## src/common/ukf_defs.svh

```systemverilog
`ifndef UKF_DEFS_SVH
`define UKF_DEFS_SVH
// Overview of operation
// - mcast enable bit 31 set forwards unknown multicast to mask ports, clear drops.
// - mcast mask bit 0 is port 1, bit 1 port 2; all ones all ports.
// - vlan enable bit 31 set forwards unknown vid frames to mask ports.
// - vlan mask bit 0 is port 1 upward; set bit forwards, clear excludes.
// - several unknown categories: vid first, then unicast, then multicast.
// - alternate back-off bit 7 selects alternate scheme, half-duplex ports only.
// - unless excessive-collision drop disabled, drop frame at 16 or more collisions.
// - length check bit 3 discards frames with length below 1500 mismatching size.
// - flow-control drop mode set drops ethertype 8808 or pause address.
// - drop mode clear drops only frames with both pause type and address.
// - pass-flow-control enabled forwards pause frames instead of filtering.
// - aggressive back-off bit 0 enables non-standard half-duplex back-off.
`define UKF_MCAST_OFS    12'h324
`define UKF_VLAN_OFS     12'h328
`define UKF_MAC0_OFS     12'h330
`define UKF_UCAST_OFS    12'h320
`define UKF_EN_BIT       31
`define UKF_MAC0_RESET   8'h04
`define UKF_ALT_BIT      7
`define UKF_LEN_BIT      3
`define UKF_FCDROP_BIT   1
`define UKF_AGGR_BIT     0
`define UKF_LEN_LIMIT    16'h05dc
`define UKF_PAUSE_TYPE   16'h8808
`define UKF_PAUSE_DA     48'h0180c2000001
`define UKF_MAX_COLL     5'h10
`endif

```

## src/common/ukf_pkg.sv

```systemverilog
package ukf_pkg;
  typedef enum logic [1:0] {
    ukf_cat_none_type_v,
    ukf_cat_vid_type_v,
    ukf_cat_ucast_type_v,
    ukf_cat_mcast_type_v
  } ukf_cat_type;
endpackage

```

## src/common/ukf_cfg_if.sv

```systemverilog
interface ukf_cfg_if;
  logic       mcast_en;
  logic [6:0] mcast_mask;
  logic       vlan_en;
  logic [6:0] vlan_mask;
  logic [7:0] mac0;
  modport regs (output mcast_en, mcast_mask, vlan_en, vlan_mask, mac0);
  modport use_cfg (input mcast_en, mcast_mask, vlan_en, vlan_mask, mac0);
endinterface

```

## src/ukf_regs.sv

```systemverilog
`include "ukf_defs.svh"
module ukf_regs
  import ukf_pkg::*;
(
  input  wire logic        clk,         // core clock
  input  wire logic        reset,       // sync reset
  input  wire logic [11:0] address,     // byte address
  input  wire logic        read,        // read request
  input  wire logic        write,       // write request
  input  wire logic [31:0] writedata,   // write data
  input  wire logic [3:0]  byteenable,  // byte lanes
  output logic [31:0]      readdata,    // read data
  output logic             waitrequest, // stall
  ukf_cfg_if.regs          cfg          // configuration out
);
  logic        mc_en, next_mc_en, vl_en, next_vl_en, ack, next_ack;
  logic [6:0]  mc_mask, next_mc_mask, vl_mask, next_vl_mask;
  logic [7:0]  mac0, next_mac0;
  logic [31:0] rd, next_rd;

  // one wait cycle per access, then acknowledge
  always_comb begin
    next_mc_en   = mc_en;
    next_mc_mask = mc_mask;
    next_vl_en   = vl_en;
    next_vl_mask = vl_mask;
    next_mac0    = mac0;
    next_rd      = 32'h0000_0000;
    next_ack     = (read | write) & ~ack;
    // commit only at the edge where waitrequest is seen low
    if (write && ack) begin
      // reserved 30:7 ignored on write
      unique case (address)
        `UKF_MCAST_OFS: begin
          if (byteenable[3]) next_mc_en = writedata[`UKF_EN_BIT];
          if (byteenable[0]) next_mc_mask = writedata[6:0];
        end
        `UKF_VLAN_OFS: begin
          if (byteenable[3]) next_vl_en = writedata[`UKF_EN_BIT];
          if (byteenable[0]) next_vl_mask = writedata[6:0];
        end
        `UKF_MAC0_OFS: if (byteenable[0]) next_mac0 = writedata[7:0];
        default: ;
      endcase
    end
    if (read && !ack) begin
      unique case (address)
        `UKF_MCAST_OFS: next_rd = {mc_en, 24'h00_0000, mc_mask};
        `UKF_VLAN_OFS:  next_rd = {vl_en, 24'h00_0000, vl_mask};
        `UKF_MAC0_OFS:  next_rd = {24'h00_0000, mac0};
        default:        next_rd = 32'h0000_0000;
      endcase
    end
  end

  always_ff @(posedge clk) begin
    if (reset) begin
      mc_en <= 1'b0; mc_mask <= 7'h00; vl_en <= 1'b0; vl_mask <= 7'h00;
      mac0 <= `UKF_MAC0_RESET; ack <= 1'b0; rd <= 32'h0000_0000;
    end else begin
      mc_en <= next_mc_en; mc_mask <= next_mc_mask;
      vl_en <= next_vl_en; vl_mask <= next_vl_mask;
      mac0 <= next_mac0; ack <= next_ack; rd <= next_rd;
    end
  end

  assign waitrequest   = (read | write) & ~ack;
  assign readdata      = rd;
  assign cfg.mcast_en  = mc_en;
  assign cfg.mcast_mask = mc_mask;
  assign cfg.vlan_en   = vl_en;
  assign cfg.vlan_mask = vl_mask;
  assign cfg.mac0      = mac0;

  // written mac0 value is held in the register at the edge after the write commits
  rd_back_a: assert property (@(posedge clk) disable iff (reset)
    (write && !waitrequest && address == `UKF_MAC0_OFS && byteenable[0])
    |=> (mac0 == $past(writedata[7:0])))
    else $error("mac control write lost");
  rsv_zero_a: assert property (@(posedge clk) disable iff (reset)
    (read && !waitrequest && address == `UKF_MCAST_OFS)
    |-> (readdata[30:7] == 24'h00_0000))
    else $error("reserved bits not zero");
endmodule

```

## src/ukf_top.sv

```systemverilog
// The Avalon-MM register port is this design's own decision.
`include "ukf_defs.svh"
module ukf_top
  import ukf_pkg::*;
(
  input  wire logic        clk,            // core clock
  input  wire logic        reset,          // sync reset
  input  wire logic [11:0] address,        // avalon byte address
  input  wire logic        read,           // avalon read
  input  wire logic        write,          // avalon write
  input  wire logic [31:0] writedata,      // avalon write data
  input  wire logic [3:0]  byteenable,     // avalon byte lanes
  output logic [31:0]      readdata,       // avalon read data
  output logic             waitrequest,    // avalon stall
  input  wire logic        frm_valid,      // frame descriptor valid
  input  wire logic        unk_vid,        // vid unknown
  input  wire logic        unk_ucast,      // unicast da unknown
  input  wire logic        unk_mcast,      // multicast da unknown
  input  wire logic [6:0]  ucast_ports,    // ports from unicast logic
  input  wire logic [15:0] type_len,       // ethertype or length
  input  wire logic [15:0] payload_len,    // measured length
  input  wire logic [47:0] dest_addr,      // destination address
  input  wire logic        pass_fc,        // pass pause frames
  input  wire logic        no_coll_drop,   // keep excessive collisions
  input  wire logic [4:0]  coll_count,     // collisions of a frame
  input  wire logic [6:0]  half_duplex,    // per-port half duplex
  output logic             dec_valid,      // decision valid
  output logic [6:0]       dec_ports,      // egress port mask
  output logic             dec_drop,       // drop frame
  output logic [1:0]       dec_cat,        // category taken
  output logic             coll_drop,      // drop after collisions
  output logic [6:0]       alt_backoff,    // alternate back-off per port
  output logic [6:0]       aggr_backoff    // aggressive back-off per port
);
  ukf_cfg_if cfg ();
  logic        is_pause_t, is_pause_da, fc_drop, len_bad, v, next_v;
  logic        drop, next_drop;
  logic [6:0]  ports, next_ports;
  ukf_cat_type cat, next_cat;

  ukf_regs u_regs (
    .clk         (clk),
    .reset       (reset),
    .address     (address),
    .read        (read),
    .write       (write),
    .writedata   (writedata),
    .byteenable  (byteenable),
    .readdata    (readdata),
    .waitrequest (waitrequest),
    .cfg         (cfg.regs)
  );

  // pause frame classification
  assign is_pause_t  = (type_len == `UKF_PAUSE_TYPE);
  assign is_pause_da = (dest_addr == `UKF_PAUSE_DA);
  always_comb begin
    if (pass_fc)
      fc_drop = 1'b0;
    else if (cfg.mac0[`UKF_FCDROP_BIT])
      fc_drop = is_pause_t | is_pause_da;
    else
      fc_drop = is_pause_t & is_pause_da;
  end
  // length check only for length-coded frames
  assign len_bad = cfg.mac0[`UKF_LEN_BIT] && (type_len < `UKF_LEN_LIMIT)
                   && (type_len != payload_len);

  // forwarding decision, vid wins over unicast over multicast
  always_comb begin
    next_v     = frm_valid;
    next_ports = 7'h7f;
    next_cat   = ukf_cat_none_type_v;
    next_drop  = fc_drop | len_bad;
    if (unk_vid) begin
      next_cat   = ukf_cat_vid_type_v;
      next_ports = cfg.vlan_en ? cfg.vlan_mask : 7'h00;
    end else if (unk_ucast) begin
      next_cat   = ukf_cat_ucast_type_v;
      next_ports = ucast_ports;
    end else if (unk_mcast) begin
      next_cat   = ukf_cat_mcast_type_v;
      next_ports = cfg.mcast_en ? cfg.mcast_mask : 7'h00;
    end
    if (next_drop) next_ports = 7'h00;
  end

  always_ff @(posedge clk) begin
    if (reset) begin
      v <= 1'b0; ports <= 7'h00; drop <= 1'b0; cat <= ukf_cat_none_type_v;
    end else begin
      v <= next_v; ports <= next_ports; drop <= next_drop; cat <= next_cat;
    end
  end

  assign dec_valid = v;
  assign dec_ports = ports;
  assign dec_drop  = drop;
  assign dec_cat   = cat;
  // mac-side options, back-off only touches half-duplex ports
  assign coll_drop    = !no_coll_drop && (coll_count >= `UKF_MAX_COLL);
  assign alt_backoff  = {7{cfg.mac0[`UKF_ALT_BIT]}} & half_duplex;
  assign aggr_backoff = {7{cfg.mac0[`UKF_AGGR_BIT]}} & half_duplex;

  mc_fwd_a: assert property (@(posedge clk) disable iff (reset)
    (frm_valid && !unk_vid && !unk_ucast && unk_mcast && !next_drop)
    |=> (dec_ports == ($past(cfg.mcast_en) ? $past(cfg.mcast_mask) : 7'h00)))
    else $error("multicast ports wrong");
  vid_first_a: assert property (@(posedge clk) disable iff (reset)
    (unk_vid && !next_drop) |=> (dec_cat == 2'(ukf_cat_vid_type_v)) &&
    (dec_ports == ($past(cfg.vlan_en) ? $past(cfg.vlan_mask) : 7'h00)))
    else $error("vid precedence wrong");
  fc_either_a: assert property (@(posedge clk) disable iff (reset)
    (!pass_fc && cfg.mac0[1] && (is_pause_t || is_pause_da)) |=> dec_drop)
    else $error("pause frame not dropped");
  fc_both_a: assert property (@(posedge clk) disable iff (reset)
    (!cfg.mac0[1] && is_pause_t != is_pause_da && !len_bad) |=> !dec_drop)
    else $error("partial pause frame dropped");
  fc_pass_a: assert property (@(posedge clk) disable iff (reset)
    (pass_fc && !len_bad) |=> !dec_drop)
    else $error("pause passed frame dropped");
  len_chk_a: assert property (@(posedge clk) disable iff (reset)
    (cfg.mac0[3] && type_len < 16'd1500 && type_len != payload_len)
    |=> (dec_drop && dec_ports == 7'h00))
    else $error("length mismatch kept");
  coll_lim_a: assert property (@(posedge clk) disable iff (reset)
    coll_drop == (!no_coll_drop && coll_count > 5'd15))
    else $error("collision drop wrong");
  bo_half_a: assert property (@(posedge clk) disable iff (reset)
    ((alt_backoff | aggr_backoff) & ~half_duplex) == 7'h00)
    else $error("backoff on full duplex port");
  aggr_bit_a: assert property (@(posedge clk) disable iff (reset)
    aggr_backoff == (cfg.mac0[0] ? half_duplex : 7'h00))
    else $error("aggressive backoff wrong");
  vl_mask_a: assert property (@(posedge clk) disable iff (reset)
    (unk_vid && cfg.vlan_en && !next_drop)
    |=> dec_ports == $past(cfg.vlan_mask))
    else $error("vlan mask wrong");
  mc_mask_a: assert property (@(posedge clk) disable iff (reset)
    (!unk_vid && !unk_ucast && unk_mcast && cfg.mcast_en && !next_drop)
    |=> dec_ports == $past(cfg.mcast_mask))
    else $error("multicast mask wrong");
  vl_off_a: assert property (@(posedge clk) disable iff (reset)
    (unk_vid && !cfg.vlan_en) |=> dec_ports == 7'h00)
    else $error("vlan forwarded while off");
endmodule

```

## config.mk

```make
export PLATFORM = sky130hd
export DESIGN_NAME = ukf_top
export DESIGN_NICKNAME = d
export VERILOG_FILES = /design/src/common/ukf_pkg.sv /design/src/common/ukf_cfg_if.sv /design/src/ukf_regs.sv /design/src/ukf_top.sv
export VERILOG_INCLUDE_DIRS = /design/src /design/src/common
export SDC_FILE = /design/constraint.sdc
export NUM_CORES = 1
export LEC_CHECK = 0
export ABC_AREA = 1
export CAP_MARGIN = 20
export CELL_PAD_IN_SITES_DETAIL_PLACEMENT = 2
export CELL_PAD_IN_SITES_GLOBAL_PLACEMENT = 2
export CORE_MARGIN = 2
export CORE_UTILIZATION = 29
export DETAILED_ROUTE_END_ITERATION = 8
export DONT_BUFFER_PORTS = 1
export GPL_TIMING_DRIVEN = 0
export HOLD_SLACK_MARGIN = 0.15
export PLACE_DENSITY_LB_ADDON = 0.08
export SYNTH_ARGS = -nofsm -noshare
export SYNTH_HDL_FRONTEND = slang
export SYNTH_HIERARCHICAL = 1
export SYNTH_SLANG_ARGS = --single-unit
```

## constraint.sdc

```tcl
create_clock -name clk -period 1.74 [get_ports clk]
set_clock_uncertainty 0.15 [all_clocks]
set_input_delay 0.261 -clock clk [delete_from_list [all_inputs] [get_ports clk]]
set_output_delay 0.261 -clock clk [all_outputs]
set_load 0.005 [all_outputs]
```

==> results of run 1 <==
-- cell type report --
type,instances,area share
multi-input combinational,382,0.454
sequential,45,0.229
inverter,133,0.127
buffer,29,0.0554
tap,143,0.0455
timing repair buffer,15,0.0382
clock buffer,5,0.0318
clock inverter,3,0.0175
antenna,1,0.000636
-- layer usage --
| metal | routed length [um] | track usage | up-vias |
|---|---|---|---|
| met5 | 13 | 0 | - |
| met4 | 71 | 0.0275 | 2 |
| met3 | 613 | 0.0394 | 8 |
| met2 | 6030 | 0.353 | 86 |
| met1 | 4860 | 0.231 | 1616 |
| li1 | - | - | 1720 |
-- cell usage in the layout, fill, tap and decap left out, types with 8 or more instances in the layout --
| cell | instances |
|---|---|
| nand4_1 | 20 |
| nor2_1 | 100 |
| conb_1 | 23 |
| dlygate4sd3_1 | 15 |
| xor2_1 | 10 |
| buf_4 | 24 |
| nand2_1 | 140 |
| nand3_1 | 21 |
| a21oi_1 | 18 |
| nor3_1 | 8 |
| dfxtp_1 | 44 |
| inv_1 | 127 |
-- stage by stage --
stage / hold slack (ps) / util / cell area (um2) / setup slack, ps
final: 144 / 0.349 / 3930 / 129
after global routing: 184 / 0.349 / 3930 / 3.37
after CTS: 153 / 0.348 / 3930 / 8.12
after detailed placement: 187 / 0.318 / 3580 / 140
after global placement: 183 / 0.318 / 3580 / 232
after floorplan: 180 / - / 3400 / 466
-- path summary, 6_finish.rpt --
path | startpoint | end | slack [ps] | cells after the start
min | type_len[11] | dec_drop | 140 | 5
max reg2reg | u_regs/ack | u_regs/cfg.vlan_mask[4] | 150 | 6
max | address[7] | u_regs/readdata[7] | 130 | 7
min reg2reg | u_regs/cfg.mac0[2] | u_regs/cfg.mac0[2] | 320 | 2
-- where the power goes --
part           total (mW)  leakage, nW  internal, mW  switching [mW]
sequential           1.05        0.365          1.04         0.00726
clock                1.26       0.0944         0.829           0.428
combinational       0.315         1.73         0.134           0.181
total                2.62         2.19          2.01           0.617
-- tightest hold or removal path, cell delays in order --
cell,delay [ps]
nor4_1,30
nand2_1,40
inv_1,40
nand2_2,90
a21oi_1,70
-- flip-flops by register name, summed over array words and instances (netlist names) --
register,count
dec_valid,1
u_regs/readdata,9
u_regs/ack,1
u_regs/cfg.mac0,8
dec_ports,7
u_regs/cfg.vlan_en,1
u_regs/cfg.mcast_en,1
u_regs/cfg.vlan_mask,7
dec_drop,1
dec_cat,2
u_regs/cfg.mcast_mask,7
-- kinds of logic (layout without fill, tap and decap cells) --
logic type             Yosys count  after routing
AO/OA/AOI/OAI                   26             26
XOR/XNOR                        10             10
other                            1             24
flip-flops                      45             45
buffers and inverters          162            185
AND/OR/NAND/NOR                323            323
-- timing repair --
| action | in CTS | in global routing |
|---|---|---|
| setup endpoints to repair | 0 | 21 |
| resized for setup | 0 | 4 |
| hold endpoints to repair | 43 | 0 |
| hold buffers | 15 | 0 |
| setup buffers | 0 | 0 |
==> flow_summary.json, run 1 <==
{
  "clockBufferDepth": 2,
  "grt_overflow_total": 0,
  "synth_most_common_cell": "nand2_1",
  "finalCritPeriodShare": 0.926,
  "fill_cells": 1433,
  "via_per_inst": 4.54,
  "drive_gt1_frac": 0.121,
  "drt-total-wl_um": 11600,
  "synth_warnings": 6,
  "clock_tree.root_cell": "clkbuf_16",
  "yosys_register_bits": 45,
  "initial_utilization": 0.295,
  "synthAdderAreaFrac": 0,
  "die_y_um": 111,
  "cp-start-kind": "input pin",
  "hold_class": "in2reg",
  "route.detailed.drc": 0,
  "clkLatencyLatePin_ps": 290,
  "hold_viol_final": 0,
  "arrival_ps": 1690,
  "yosys.area_share.simple": 0.446,
  "ir_worst_vdd_mv": 0.385,
  "rows": 39,
  "async_flop_share": 0,
  "path_cells": "nor2_2 > nand2_2 > nor2_4 > nand2_4 > buf_6 > nor4_2 > dlygate4sd3_1",
  "grt.total_usage": 0.191,
  "die_area_mm2": 0.0123,
  "grt_pass1_wl_um": 19000,
  "ys_types": 31,
  "cts_buffers": 5,
  "synth_top_family_by_area": "simple AND/OR/NAND/NOR gates",
  "synth_top_area_cell": "dfxtp_1",
  "syn_to_final_growth_pct": 18.4,
  "placedCellCount": 732,
  "cap_violations": 0,
  "fmax_mhz": 621,
  "grt_pass1_vias": 3750,
  "synthDominantCellAreaShare": 0.271,
  "pin_count": 216,
  "wl_per_cell_um": 15.3,
  "cts.sinks": 45,
  "cp_slowest_cell": "dlygate4sd3_1",
  "netlist_top_cells_area": "dfxtp_1 (27%), nand2_1 (16%), inv_1 (14%)",
  "critPathMaxStageDelay_ps": 590,
  "cp_max_fo": 10,
  "synth_compound_gate_area_share": 0.0399,
  "antenna_found_initial": 2,
  "avgSynthCellArea_um2": 5.86,
  "status": "finished clean",
  "port_buffers": 0,
  "final_net_count": 768,
  "num_vias": 3432,
  "synth_ff_type": "dfxtp_1",
  "fin_crit_ps": 1610,
  "p_leak_nw": 2.19,
  "total_power_mw": 2.62,
  "critical_path.top_delay_family": "buffers and inverters",
  "multiInputGateArea_mm2": 0.00179,
  "cts_tree": "yes",
  "crit_buf_inv": 2,
  "drtIter0Drc": 104,
  "critPathKind": "in2reg",
  "synth_common_cells": "nand2_1 (140), inv_1 (127), nor2_1 (100)",
  "rsz0062_at_grt": "false",
  "fin_cells": 756,
  "coreArea_mm2": 0.0113,
  "synthMuxAreaShare": 0,
  "synth_edf_count": 0,
  "globalplace.congestion": 0.841,
  "p_per_area_mw_per_mm2": 667,
  "die_w_um": 111,
  "tns_ps": 0,
  "drt_first_pass_iters": 4,
  "yosysSeqAreaShare": 0.271,
  "clkTransAtPathRegs_ps": 70,
  "cts_max_level": 2,
  "drv_slew": 0,
  "worstPathRequired_ps": 1820,
  "end_kind": "flop",
  "setup_viol": 0,
  "place_hpwl_um": 9500,
  "detail-route-antenna-nets": 0,
  "grt_max_degree": 16,
  "final-seq-area_um2": 902,
  "synthCells": 567,
  "syn_area_mm2": 0.00332,
  "synth_xor_xnor_area_share": 0.0264
}
No activity file was read; power rests on OpenSTA's default activity.
==> run 2: changes to the inputs <==
CORE_UTILIZATION = 31   (was 29)
clock period = 2 ns   (was 1.74 ns; I/O delays follow)
==> flow_summary.json, run 2 (synthesized netlist as in run 1, its figures left out) <==
{
  "tns_ps": 0,
  "end_kind": "flop",
  "critPathMaxStageDelay_ps": 710,
  "holdWs_ps": 152,
  "cp_slowest_cell": "dlygate4sd3_1",
  "cts_tree": "yes",
  "setup_viol": 0,
  "total_power_mw": 1.93,
  "place_area_mm2": 0.00357,
  "final_net_count": 771,
  "die_y_um": 108,
  "hold_viol_final": 0,
  "port_buffers": 0,
  "antenna_cells": 0,
  "crit_path_end": "u_regs/cfg.mcast_mask[3]",
  "ir_worst_vdd_mv": 0.257,
  "initial_utilization": 0.320,
  "fmax_mhz": 539,
  "cp_max_fo": 10,
  "clock_tree.root_cell": "clkbuf_8",
  "die_w_um": 108,
  "pin_count": 216,
  "cp-start-kind": "input pin",
  "path_cells": "dlygate4sd3_1 > inv_1 > clkbuf_1 > nand2_1 > nor2_1",
  "clockBufferDepth": 2,
  "p_leak_nw": 2.15,
  "status": "finished clean",
  "stdcell_area_mm2": 0.00387,
  "slew_headroom": 0.657,
  "mostFrequentLayoutCells": "nand2_1 (140), inv_1 (127), nor2_1 (100)",
  "reg2reg_slack_ps": 400,
  "drive_gt1_frac": 0.114,
  "critPathKind": "in2reg",
  "via_per_inst": 4.67,
  "wl_per_cell_um": 16.0,
  "cap_violations": 0,
  "met3_usage": 0.0381,
  "antenna_found_initial": 0,
  "timing.rr.end": "u_regs/cfg.mcast_mask[3]",
  "globalplace.congestion": 0.794,
  "r2r-start": "u_regs/ack",
  "p_per_area_mw_per_mm2": 498,
  "finalCritPeriodShare": 0.927,
  "met1_usage": 0.256,
  "cts_buffers": 5,
  "detail-route-antenna-nets": 0,
  "clkTransAtPathRegs_ps": 90,
  "die_area_mm2": 0.0116,
  "grt_pass1_wl_um": 19000,
  "postCtsResizedCells": 0,
  "syn_to_final_growth_pct": 16.5,
  "grt.total_usage": 0.209,
  "grt_overflow_total": 0,
  "cts_max_level": 2,
  "worstPathRequired_ps": 2080,
  "final_common_cell": "nand2_1",
  "top_usage_layer": "met2",
  "min_delay_path_depth": 4,
  "drv_slew": 0,
  "clkLatencyLatePin_ps": 300,
  "rsz0062_at_grt": "false",
  "cts.sinks": 45,
  "rows": 37,
  "grt_use_met2": 0.387,
  "arrival_ps": 1940,
  "drtIter0Drc": 86,
  "largest_reg_flops": 9,
  "holdBufCountCts": 18,
  "path_depth": 5,
  "route.detailed.drc": 0,
  "cts_setup_buffers": 0,
  "grt_pass1_vias": 3737,
  "crit_buf_inv": 3,
  "critical_path.top_delay_family": "buffers and inverters",
  "drt_first_pass_iters": 4,
  "crit_start": "reset",
  "fin_crit_ps": 1850,
  "max_slew.worst_pin.slew_ps": 514,
  "place_hpwl_um": 9910,
  "reg2regPathDepth": 6,
  "hold_class": "in2reg",
  "num_vias": 3507,
  "coreArea_mm2": 0.0104,
  "grt_max_degree": 14,
  "drt-total-wl_um": 12000
}
run 2: cell types whose count changed in the layout (fill, tap and decap cells not counted), moves of 2 or more:
cell           previous run  this run
clkbuf_8                  0         6
clkbuf_16                 5         0
dlygate4sd3_1            15        18
clkbuf_1                  0         2
clkbuf_2                  2         0
run 2: routing by layer:
metal  wire, um  part of all wire
met5          0                 0
met4         57            0.0047
met1       5210              0.43
met2       6060              0.50
met3        702             0.058
run 2: metrics by stage:
step | utilization | setup WS, ps | instances
6_report | 0.373 | 146 | 751
2_1_floorplan | - | 694 | 589
3_3_place_gp | 0.345 | 435 | 725
3_5_place_dp | 0.345 | 383 | 725
5_1_grt | 0.373 | 59.0 | 751
4_1_cts | 0.373 | 160 | 751
run 2: tightest hold or removal path: cells and delay by family:
family,cells,cell delay (ps)
buffers and inverters,1,40
AND/OR/NAND/NOR,3,220
run 2: worst min-delay path by stage:
stage                      start                  endpoint  slack [ps]
floorplan                  reset                dec_cat[0]         220
global placement           reset                  dec_drop         220
detailed placement         reset                dec_cat[0]         220
CTS                 writedata[5]  u_regs/cfg.mcast_mask[5]         150
global route        writedata[1]  u_regs/cfg.mcast_mask[1]         180
finish              writedata[5]  u_regs/cfg.mcast_mask[5]         150
run 2: final cells by class:
type / count / area, um2
fill: 1319 / 6500
multi-input combinational: 382 / 1790
sequential: 45 / 901
inverter: 133 / 500
buffer: 29 / 215
timing repair buffer: 18 / 180
tap: 136 / 170
clock buffer: 7 / 86.3
clock inverter: 1 / 30.0
run 2: power breakdown:
group	internal, mW	leakage (nW)	switching (mW)	total, mW
registers	0.908	0.365	0.00621	0.914
logic	0.121	1.73	0.162	0.283
clock network	0.408	0.0585	0.321	0.729
total	1.44	2.15	0.489	1.93
==> run 3: changes to the inputs <==
ABC_AREA = 0   (was 1)
CORE_UTILIZATION = 36   (was 31)
CTS_BUF_LIST = sky130_fd_sc_hd__clkbuf_8   (was default)
==> flow_summary.json, run 3 <==
{
  "status": "finished clean",
  "setup_viol": 0,
  "p_per_area_mw_per_mm2": 582,
  "mostFrequentLayoutCells": "dfxtp_1 (45), nor2_1 (29), mux2i_1 (25)",
  "synth_ff_type": "dfxtp_1",
  "rsz0062_at_grt": "false",
  "p_leak_nw": 1.39,
  "cp_max_fo": 8,
  "place_area_mm2": 0.00289,
  "clock_tree.root_cell": "clkbuf_8",
  "die_w_um": 90.4,
  "cp-start-kind": "input pin",
  "multiInputGateArea_mm2": 0.00164,
  "cts_max_level": 2,
  "hold_viol_final": 0,
  "grt_pass1_wl_um": 13100,
  "fill_cells": 858,
  "worstPathRequired_ps": 2080,
  "final_common_cell": "dfxtp_1",
  "critPathMaxStageDelay_ps": 550,
  "fmax_mhz": 554,
  "max_slew.worst_pin.slew_ps": 754,
  "pre_cts_ws_ps": 90.5,
  "cts.sinks": 45,
  "drt_first_pass_iters": 4,
  "synth_warnings": 6,
  "initial_utilization": 0.371,
  "route.detailed.drc": 0,
  "clkLatencyLatePin_ps": 300,
  "yosysSeqAreaShare": 0.335,
  "grt_max_degree": 14,
  "syn_area_mm2": 0.00269,
  "stdcell_area_mm2": 0.00317,
  "synth_common_cells": "dfxtp_1 (45), nor2_1 (29), mux2i_1 (25)",
  "final_net_count": 496,
  "setup_ws_ps": 195,
  "yosys_register_bits": 45,
  "synthAdderAreaFrac": 0,
  "yosys.area_share.simple": 0.342,
  "synth_xor_xnor_area_share": 0.0554,
  "wl_per_cell_um": 18.8,
  "via_per_inst": 5.33,
  "grt_pass1_vias": 2498,
  "finalCritPeriodShare": 0.902,
  "grt_overflow_total": 0,
  "postCtsResizedCells": 0,
  "end_kind": "flop",
  "die_y_um": 90.4,
  "slew_headroom": 0.495,
  "reg2regPathDepth": 4,
  "synth_most_common_cell": "dfxtp_1",
  "fin_crit_ps": 1800,
  "drive_gt1_frac": 0.168,
  "pin_count": 216,
  "synth_edf_count": 0,
  "async_flop_share": 0,
  "avgSynthCellArea_um2": 9.14,
  "clockBufferDepth": 2,
  "synth_compound_gate_area_share": 0.0861,
  "drv_slew": 0,
  "final-seq-area_um2": 901,
  "cts_tree": "yes",
  "clkTransAtPathRegs_ps": 90,
  "synthMuxAreaShare": 0.0931,
  "die_area_mm2": 0.00817,
  "grt.total_usage": 0.200,
  "antenna_cells": 0,
  "synthCells": 294,
  "cts_buffers": 5,
  "num_vias": 2342,
  "fin_util": 0.437,
  "coreArea_mm2": 0.00725,
  "detail-route-antenna-nets": 0,
  "hold_class": "in2reg",
  "antenna_found_initial": 0,
  "drtIter0Drc": 26,
  "total_power_mw": 1.85,
  "synth_top_family_by_area": "simple AND/OR/NAND/NOR gates",
  "path_cells": "dlygate4sd3_1 > nor3b_1 > nor4b_4 > nor3b_2",
  "fin_cells": 439,
  "arrival_ps": 1890,
  "min_delay_path_depth": 4,
  "synthDominantCellAreaShare": 0.335,
  "syn_to_final_growth_pct": 18.0,
  "tns_ps": 0,
  "drt-total-wl_um": 8230,
  "cp_slowest_cell": "dlygate4sd3_1",
  "netlist_top_cells_area": "dfxtp_1 (34%), mux2i_1 (9.3%), buf_4 (6.7%)",
  "synth_top_area_cell": "dfxtp_1",
  "place_hpwl_um": 6360,
  "globalplace.congestion": 0.783,
  "largest_reg_flops": 9,
  "critPathKind": "in2reg",
  "holdWs_ps": 160,
  "placedCellCount": 415,
  "ir_worst_vdd_mv": 0.298,
  "cap_violations": 0,
  "ys_types": 43,
  "port_buffers": 0,
  "rows": 31
}
[run 3: cell count changes after synthesis, moves of 8 or more]
cell | before | now
nor2b_1 | 0 | 10
nor4_1 | 1 | 12
nor2_1 | 100 | 29
nand4_1 | 20 | 9
nand2_1 | 140 | 5
nand3_1 | 21 | 1
mux2i_1 | 0 | 25
and2_1 | 1 | 15
a22oi_1 | 0 | 8
inv_1 | 127 | 7
[run 3: worst paths after layout]
| path | from | end | slack, ps |
|---|---|---|---|
| setup / recovery | read | u_regs/readdata[31] | 200 |
| hold / removal | ucast_ports[5] | dec_ports[5] | 160 |
| hold reg to reg | u_regs/cfg.mac0[2] | u_regs/cfg.mac0[2] | 350 |
| setup reg to reg | u_regs/ack | u_regs/cfg.mcast_mask[5] | 340 |
[run 3: timing repair]
item / in CTS / in global routing
buffers inserted: 0 / 0
endpoints found under the hold margin: 36 / 0
hold buffers: 16 / 0
[run 3: report_power, final]
group	total (mW)	switching, mW	internal (mW)
clock network	0.727	0.325	0.403
logic	0.202	0.0951	0.107
registers	0.915	0.00821	0.907
total	1.85	0.428	1.42
[run 3: layout make-up]
cell class,count,area share
Clock buffer,6,0.0260
Clock inverter,2,0.0107
Inverter,7,0.00829
Timing Repair Buffer,16,0.0505
Buffer,31,0.0651
Tap cell,99,0.0391
Sequential cell,45,0.284
Multi-Input combinational cell,233,0.516
[run 3: logic make-up (layout without fill, tap and decap cells)]
logic type / count (synthesis) / in the layout
other cells: 1 / 23
simple gates: 132 / 132
buf+inv: 38 / 62
flops: 45 / 45
xor+xnor: 17 / 17
compound gates: 36 / 36
mux: 25 / 25
[run 3: worst max-delay path: cells and delay by family]
family,cells,cell delay (ps)
AND/OR/NAND/NOR,3,1030
buffers and inverters,1,550
[run 3: metal layers]
| layer | track usage | vias up | wire length (um) |
|---|---|---|---|
| met2 | 0.342 | 87 | 4050 |
| met3 | 0.0518 | 4 | 475 |
| met1 | 0.255 | 1155 | 3650 |
| li1 | - | 1096 | - |
| met5 | 0 | - | 0 |
| met4 | 0.0385 | 0 | 64 |
